**src/logic/dma_chan_regs_pkg.sv**
```systemverilog
// Constants for the per-channel DMA enable, status, fault and mask register set.
// Assumes an APB slave port with 32-bit data and a 12-bit byte address.
//
// Summary of operation
// - Descriptors at fixed table offsets; 16, 17 absent
// - Clearing enable pauses channel, state kept
// - Enable register reads every channel's enable state
// - Writing one sets enable; zero ignored
// - Enable clear register clears bits written one
// - Bit n maps channel n; upper bits reserved
// - Active from start until pipeline drains
// - Busy flag mirrors pipeline occupancy per channel
// - Any fault flag with its mask bit set drives combined interrupt output
// - Fault flags cleared by writing one
// - Mask set bits gate channel interrupts
// - Mask bits cleared only through mask clear
// - Mask clear register clears bits written one
// - Summary bit shows any fault pending
package dma_chan_regs_pkg;

    localparam int          DATA_WIDTH    = 32;
    localparam int          ADDR_WIDTH    = 12;
    localparam int          CHANNEL_COUNT = 20;
    // Channels 16 and 17 are not built
    localparam logic [31:0] CHANNEL_PRESENT = 32'h000c_ffff;

    // Register byte offsets
    localparam logic [11:0] OFFSET_GLOBAL_STATUS   = 12'h004;
    localparam logic [11:0] OFFSET_ENABLE_SET      = 12'h020;
    localparam logic [11:0] OFFSET_ENABLE_CLEAR    = 12'h028;
    localparam logic [11:0] OFFSET_ACTIVE          = 12'h030;
    localparam logic [11:0] OFFSET_OCCUPIED        = 12'h038;
    localparam logic [11:0] OFFSET_FAULT           = 12'h040;
    localparam logic [11:0] OFFSET_IRQ_MASK_SET    = 12'h048;
    localparam logic [11:0] OFFSET_IRQ_MASK_CLEAR  = 12'h050;
    localparam logic [11:0] OFFSET_KILL            = 12'h078;
    localparam logic [11:0] OFFSET_DONE_STATUS     = 12'h080;
    localparam logic [11:0] OFFSET_DONE_MASK       = 12'h084;
    localparam logic [11:0] OFFSET_DESC_LOOKUP     = 12'h088;

    // Field positions
    localparam int          FAULT_SUMMARY_BIT = 2;
    localparam int          LOOKUP_VALID_BIT  = 31;
    localparam int          CHAN_SEL_WIDTH    = 5;

    // Descriptor table layout
    localparam logic [11:0] DESC_STRIDE      = 12'h010;
    localparam logic [11:0] DESC_OFFSET_CH15 = 12'h0f0;
    localparam logic [11:0] DESC_OFFSET_CH18 = 12'h120;
    localparam logic [11:0] DESC_OFFSET_CH19 = 12'h130;
    localparam logic [4:0]  CHAN_15          = 5'h0f;
    localparam logic [4:0]  CHAN_18          = 5'h12;
    localparam logic [4:0]  CHAN_19          = 5'h13;
    localparam logic [4:0]  CHAN_LINEAR_LAST = 5'h0e;

    // Reset values
    localparam logic [31:0] RESET_WORD = 32'h0000_0000;

    // Bus answer phase
    typedef enum logic [0:0] {
        BUS_WAIT   = 1'b0,
        BUS_ANSWER = 1'b1
    } bus_phase_type;

    // Offset of a channel descriptor in the table; valid flag in bit 12
    function automatic logic [12:0] descriptor_offset(input logic [4:0] chan);
        logic [12:0] result;
        result = 13'h0000;
        case (chan)
            CHAN_15: result = {1'b1, DESC_OFFSET_CH15};
            CHAN_18: result = {1'b1, DESC_OFFSET_CH18};
            CHAN_19: result = {1'b1, DESC_OFFSET_CH19};
            default: begin
                if (chan <= CHAN_LINEAR_LAST) begin
                    result = {1'b1, 12'(DESC_STRIDE * {7'h00, chan})};
                end
            end
        endcase
        return result;
    endfunction : descriptor_offset

endpackage : dma_chan_regs_pkg

```
**src/logic/dma_chan_regs.sv**
```systemverilog
// Per-channel enable, activity, occupancy, fault and interrupt mask registers.
// Assumes an APB master on CLOCK and a transfer engine on the same clock that
// reports start, completion, occupancy and faults as per-channel signals.
//
// Added by the designer: register access over APB.
`timescale 1ns/100ps

module dma_chan_regs
    import dma_chan_regs_pkg::*;
#(
    parameter int          NUM_CHANNELS = CHANNEL_COUNT,
    parameter logic [31:0] IMPLEMENTED  = CHANNEL_PRESENT
) (
    input  wire logic                    CLOCK,
    input  wire logic                    RST_N,
    // APB slave
    input  wire logic                    PSEL,
    input  wire logic                    PENABLE,
    input  wire logic                    PWRITE,
    input  wire logic [ADDR_WIDTH-1:0]   PADDR,
    input  wire logic [DATA_WIDTH-1:0]   PWDATA,
    output logic      [DATA_WIDTH-1:0]   PRDATA,
    output logic                         PREADY,
    output logic                         PSLVERR,
    // Transfer engine side
    input  wire logic [NUM_CHANNELS-1:0] OP_START,
    input  wire logic [NUM_CHANNELS-1:0] LAST_DONE,
    input  wire logic [NUM_CHANNELS-1:0] PIPELINE_OCCUPIED,
    input  wire logic [NUM_CHANNELS-1:0] FAULT_EVENT,
    output logic      [NUM_CHANNELS-1:0] CHANNEL_ENABLE,
    output logic      [NUM_CHANNELS-1:0] CHANNEL_KILL,
    output logic                         DMA_IRQ
);

    localparam int PAD = DATA_WIDTH - NUM_CHANNELS;

    // Whole register state of the block
    typedef struct packed {
        bus_phase_type             phase;
        logic [DATA_WIDTH-1:0]     rdata;
        logic                      slverr;
        logic [NUM_CHANNELS-1:0]   enable;
        logic [NUM_CHANNELS-1:0]   active;
        logic [NUM_CHANNELS-1:0]   draining;
        logic [NUM_CHANNELS-1:0]   occupied;
        logic [NUM_CHANNELS-1:0]   fault;
        logic [NUM_CHANNELS-1:0]   irq_mask;
        logic [NUM_CHANNELS-1:0]   done_status;
        logic [NUM_CHANNELS-1:0]   done_mask;
        logic [NUM_CHANNELS-1:0]   kill;
        logic [CHAN_SEL_WIDTH-1:0] desc_sel;
        logic                      irq;
    } state_type;

    state_type state;
    state_type next_state;

    logic [NUM_CHANNELS-1:0] implemented;
    logic [NUM_CHANNELS-1:0] wr_bits;
    logic [DATA_WIDTH-1:0]   read_word;
    logic                    addr_hit;
    logic                    access_wait;
    logic                    access_done;
    logic [12:0]             lookup;

    // Lanes of built channels; reserved lanes stay zero
    genvar ch;
    generate
        for (ch = 0; ch < NUM_CHANNELS; ch++) begin : g_lane
            assign implemented[ch] = IMPLEMENTED[ch];
        end
    endgenerate

    // Bus phase decode
    assign access_wait = PSEL && PENABLE && (state.phase == BUS_WAIT);
    assign access_done = PSEL && PENABLE && (state.phase == BUS_ANSWER);
    assign wr_bits     = PWDATA[NUM_CHANNELS-1:0] & implemented;
    assign lookup      = descriptor_offset(state.desc_sel);

    // Read multiplexer; unmapped offsets flag an error
    always_comb begin
        read_word = RESET_WORD;
        addr_hit  = 1'b1;
        case (PADDR)
            OFFSET_GLOBAL_STATUS: begin
                read_word[FAULT_SUMMARY_BIT] = |state.fault;
            end
            OFFSET_ENABLE_SET:     read_word = {{PAD{1'b0}}, state.enable};
            OFFSET_ENABLE_CLEAR:   read_word = RESET_WORD;
            OFFSET_ACTIVE:         read_word = {{PAD{1'b0}}, state.active};
            OFFSET_OCCUPIED:       read_word = {{PAD{1'b0}}, state.occupied};
            OFFSET_FAULT:          read_word = {{PAD{1'b0}}, state.fault};
            OFFSET_IRQ_MASK_SET:   read_word = {{PAD{1'b0}}, state.irq_mask};
            OFFSET_IRQ_MASK_CLEAR: read_word = RESET_WORD;
            OFFSET_KILL:           read_word = RESET_WORD;
            OFFSET_DONE_STATUS:    read_word = {{PAD{1'b0}}, state.done_status};
            OFFSET_DONE_MASK:      read_word = {{PAD{1'b0}}, state.done_mask};
            OFFSET_DESC_LOOKUP: begin
                read_word[11:0]             = lookup[11:0];
                read_word[LOOKUP_VALID_BIT] = lookup[12];
            end
            default:               addr_hit = 1'b0;
        endcase
    end

    // Next-state logic
    always_comb begin
        next_state      = state;
        next_state.kill = '0;

        // Two-phase APB answer: data and ready prepared, then committed
        if (access_wait) begin
            next_state.phase  = BUS_ANSWER;
            next_state.rdata  = PWRITE ? RESET_WORD : read_word;
            next_state.slverr = ~addr_hit;
        end else if (state.phase == BUS_ANSWER) begin
            next_state.phase  = BUS_WAIT;
            next_state.rdata  = RESET_WORD;
            next_state.slverr = 1'b0;
        end

        // Occupancy mirrors the engine pipeline
        next_state.occupied = PIPELINE_OCCUPIED & implemented;

        // Completion waits for the pipeline to empty after the last descriptor
        next_state.draining = (state.draining | (LAST_DONE & implemented))
                              & ~(state.draining & ~PIPELINE_OCCUPIED);
        next_state.active   = (state.active
                              & ~(state.draining & ~PIPELINE_OCCUPIED))
                              | (OP_START & implemented);
        // Completion event, sticky until read
        next_state.done_status = state.done_status
                                 | (state.active & ~next_state.active);

        // Hardware fault events
        next_state.fault = state.fault | (FAULT_EVENT & implemented);

        // Register writes and read side effects at the committing edge
        if (access_done && addr_hit) begin
            if (PWRITE) begin
                case (PADDR)
                    OFFSET_ENABLE_SET: begin
                        next_state.enable = state.enable | wr_bits;
                    end
                    OFFSET_ENABLE_CLEAR: begin
                        next_state.enable = state.enable & ~wr_bits;
                    end
                    OFFSET_FAULT: begin
                        // New fault in the same cycle wins over the clear
                        next_state.fault = (state.fault & ~wr_bits)
                                           | (FAULT_EVENT & implemented);
                    end
                    OFFSET_IRQ_MASK_SET: begin
                        next_state.irq_mask = state.irq_mask | wr_bits;
                    end
                    OFFSET_IRQ_MASK_CLEAR: begin
                        next_state.irq_mask = state.irq_mask & ~wr_bits;
                    end
                    OFFSET_KILL: begin
                        next_state.kill     = wr_bits;
                        next_state.active   = next_state.active & ~wr_bits;
                        next_state.draining = next_state.draining & ~wr_bits;
                    end
                    OFFSET_DONE_MASK: begin
                        next_state.done_mask = wr_bits;
                    end
                    OFFSET_DESC_LOOKUP: begin
                        next_state.desc_sel = PWDATA[CHAN_SEL_WIDTH-1:0];
                    end
                    default: begin
                        next_state.kill = '0;
                    end
                endcase
            end else if (PADDR == OFFSET_DONE_STATUS) begin
                // Clear only what was returned; a completion in this cycle wins
                next_state.done_status = (state.done_status
                                          & ~state.rdata[NUM_CHANNELS-1:0])
                                         | (state.active & ~next_state.active);
            end
        end

        // Combined interrupt from masked faults and completions
        next_state.irq = |((next_state.fault | next_state.done_status)
                           & next_state.irq_mask)
                         | |(next_state.done_status & next_state.done_mask);
    end

    // State register
    always_ff @(posedge CLOCK or negedge RST_N) begin
        if (!RST_N) begin
            state <= '0;
        end else begin
            state <= next_state;
        end
    end

    // Outputs straight from flip-flops
    assign PRDATA         = state.rdata;
    assign PREADY         = state.phase == BUS_ANSWER;
    assign PSLVERR        = state.slverr;
    assign CHANNEL_ENABLE = state.enable;
    assign CHANNEL_KILL   = state.kill;
    assign DMA_IRQ        = state.irq;

endmodule : dma_chan_regs

```
**config.mk**
```make
export PLATFORM = sky130hd
export DESIGN_NAME = dma_chan_regs
export DESIGN_NICKNAME = d
export VERILOG_FILES = /design/src/logic/dma_chan_regs_pkg.sv /design/src/logic/dma_chan_regs.sv
export SDC_FILE = /design/constraint.sdc
export NUM_CORES = 1
export LEC_CHECK = 0
export BUFFER_PORTS_ARGS = -buffer_cell sky130_fd_sc_hd__buf_2
export CORE_UTILIZATION = 49
export CTS_BUF_LIST = sky130_fd_sc_hd__clkbuf_16
export DETAILED_ROUTE_END_ITERATION = 10
export GPL_TIMING_DRIVEN = 0
export HOLD_SLACK_MARGIN = 0.15
export PLACE_DENSITY_LB_ADDON = 0.15
export SYNTH_ARGS = -nofsm -noshare
export SYNTH_HDL_FRONTEND = slang
export SYNTH_SLANG_ARGS = --single-unit
```
**constraint.sdc**
```tcl
create_clock -name CLOCK -period 2.3 [get_ports CLOCK]
set_input_delay 0.46 -clock CLOCK [delete_from_list [all_inputs] [get_ports CLOCK]]
set_output_delay 0.46 -clock CLOCK [all_outputs]
set_load 0.1 [all_outputs]
```
==> impl_results.md <==
* Ys Warns at 0
* Worst Skew at around 0.0057 ns
* Period utilization at 1.22
* Ant diodes at 0
* Gr ovfl total at 0
* Initial DRC count at 907
* Fin. Hold Viols at 0
* Worst EP arrival at 3.06 ns
* Critical Path Fanout Max at 5
* Most common cell in the netlist: dfrtp_1
* FILL cells at about 1,500
* Post-Layout Cell Count at between 1,000 and 1,500
* DR top layer: met5
* Pwr dens at a little over 600 nW/um^2
* Buffers on Ports at ~170
* Total GRT Usage at 0.314
* Max Buffers Root-to-Sink at 2
* Synth-to-layout area growth at 29.5%
* Layout cell share with drive strength beyond 1 at 0.348
* Critical path type: reg2reg
* Slew of the pin with the lowest slew margin at slightly above 0.8 ns
* Top cell type's share of synthesized area at 0.535
* WP data required at ~2.6 ns
* Outcome: finished, violations left
* Synth cell count leaders: dfrtp_1 (199), nand2_1 (111), buf_4 (73), a21oi_1 (63), nor2_1 (56)
* EDFF count, synth at 0
* Core area at 18,600 sq um
* Mapped Cells at between 800 and 900
* Later-pin clock latency in the skew report at around 0.44 ns
* Routed wl met2 at 13,400 um
* Peak supply drop at around 0.00056 V
* Slew HR at 0.456
* Vias in the first global route at between 7,000 and 8,000
* WL met3 at between 2000 and 3000 um
* Placed Cells at approximately 1,300
* Die Area at 19,500 sq um
* Die width at approximately 140 um
* Final wirelength at 29,900 um
* Post-synthesis async set-or-reset flop share at 1.00
* Largest cells by area after synthesis: dfrtp_1 (54%), buf_4 (5.9%), nand2_1 (4.5%)
* Starting Density at 0.499
* CTS tree: yes
* Routability congestion estimate at 0.942
* Largest net degree at the start of global routing at around 120
* Leak at slightly below 6 nW
* FP Rows at 50
* Slew Limit Fails at 0
* #FFs+latches synth at slightly below 200
* CP startpoint kind: flop
* Unique masters post-synth at 61
* I/O pin cnt at a little over 200
* Failing checks: setup timing
* Htree depth at 4
* Drt wl/cell at approximately 22 um
* Worst setup margin at -0.500 ns
* RSZ-0062 raised after global routing: true
* Clk root buf: clkbuf_16
* Die Height at between 100 and 150 um
* Crit path time final at 2.80 ns
* DP Wirelength at 20,000 um
* CTS buffer count at 17
* Detail Route Antenna Nets at 0
* Via Count at just over 8,000
* Synth area leader: dfrtp_1
* First-pass GRT wire length at roughly 45,000 um
* Nets at approximately 1,300
* CTS clk-pin slew, worst paths at 0.07 ns
* Final setup violation count at 1
* Hold/Removal Path Class: in2reg
* Syn_area_per_cell at roughly 10 sq um
* CTS Sinks at just under 200
* Max-cap viol count at 0
* Post-route met1 wirelength at roughly 13,000 um
* Post-synthesis sequential area ratio at 0.535
* DRC violations left at 0
* Final hold slack at about 0.16 ns
* TritonRoute pass-1 iters at 7
* Initial antenna violation count at 1
* Crit. End Element: flop
* Max Freq at between 300 and 400 MHz
* Synth Flop Type: dfrtp_1
* Post-DR vias/cell at a little under 6
* Netlist Area Pre-Place at between 9000 and 10,000 sq um
* Tot Pwr at around 0.0074 W
-- area by class of cell --
class / instances / area (sq um) / share of cell area
well taps: 234 / 293 / 0.0243
clock inverters: 15 / 178 / 0.0148
flip-flops and latches: 199 / 4980 / 0.414
plain buffers: 100 / 785 / 0.0651
clock buffers: 17 / 425 / 0.0353
repair buffers: 219 / 1400 / 0.116
multi-input cells: 583 / 3920 / 0.325
inverters: 16 / 60.1 / 0.00499
-- registers in the layout, summed over array words and instances, names as in the netlist, named ones only --
| register | count |
|---|---|
| state | 139 |
| PRDATA | 21 |
| CHANNEL_KILL | 18 |
| DMA_IRQ | 1 |
| PREADY | 1 |
| PSLVERR | 1 |
-- power by group --
part	switching [W]	internal [W]	leakage (nW)	total (W)
sequential	0.0000587	0.00358	2.43	0.00364
clock	0.00139	0.00172	0.296	0.00311
combinational	0.000413	0.000212	3.03	0.000625
-- what timing repair did --
item	CTS	global route
cloned	2	0
gates resized for setup	80	18
pin swaps	26	5
buffers inserted	41	2
endpoints found under the hold margin	90	1
hold buffers	13	1
endpoints found under the setup margin	118	69
-- layer usage --
layer,up-vias,track usage
met1,3943,0.430
met5,-,0
met3,85,0.0764
met4,2,0.141
li1,3640,-
met2,447,0.475
-- worst paths after layout --
check / startpoint / endpoint / slack, ns / cells past startpoint
setup / recovery: PREADY / DMA_IRQ / -0.50 / 8
hold / removal: PIPELINE_OCCUPIED[5] / state[111] / 0.16 / 1
hold reg to reg: PSLVERR / PSLVERR / 0.48 / 2
min in group asynchronous: RST_N / PSLVERR / 0.60 / 2
setup reg to reg: PREADY / DMA_IRQ / -0.50 / 8
max in group asynchronous: RST_N / CHANNEL_KILL[15] / 0.73 / 3
-- kinds of logic after synthesis --
logic type,count (synthesis),synth area share
multiplexers,33,0.0379
other,1,0.000403
AND/OR/NAND/NOR,294,0.163
AO/OA/AOI/OAI,240,0.182
flip-flops,199,0.535
XOR/XNOR,1,0.000942
buffers and inverters,119,0.0802
-- worst max-delay path: stages, from the launching register on --
cell and delay, ns:
dfrtp_4 0.44, and4_4 0.26, nand4_4 0.20, buf_12 0.22
mux2_4 0.30, a2111o_1 0.44, a2111o_1 0.33, nor4_2 0.23
nand4_1 0.21
-- stage by stage --
stage               setup TNS [ns]  setup WS [ns]  area (sq um)  utilization
detailed placement         -116.18          -1.68         10600        0.571
global placement           -630.76          -3.27         10600        0.569
CTS                         -0.690         -0.430         12000        0.646
floorplan                    -3.31         -0.496          9480            -
finish                      -0.500         -0.500         12000        0.646
global route                -0.919         -0.532         12000        0.646
-- placed cells by master, fill, tap and decap left out, types with 6 or more instances in the layout --
cell           count
a21boi_0          10
a21o_1            20
a21oi_1           61
a221oi_1           9
a222oi_1          19
a22o_1            20
a22oi_1           26
a32o_1             6
and2_1            20
and3_1            10
buf_2            166
buf_4            103
buf_6             15
clkbuf_16         17
conb_1            15
dfrtp_1          198
dlygate4sd3_1     14
inv_1             16
mux2_2            14
mux2i_1           18
nand2_1          108
nand2b_1          25
nand3_1            8
nand4_1            6
nor2_1            51
nor3b_1            7
o21ai_0           27
o2bb2ai_1          8
Power figures use the tool's default switching activity.
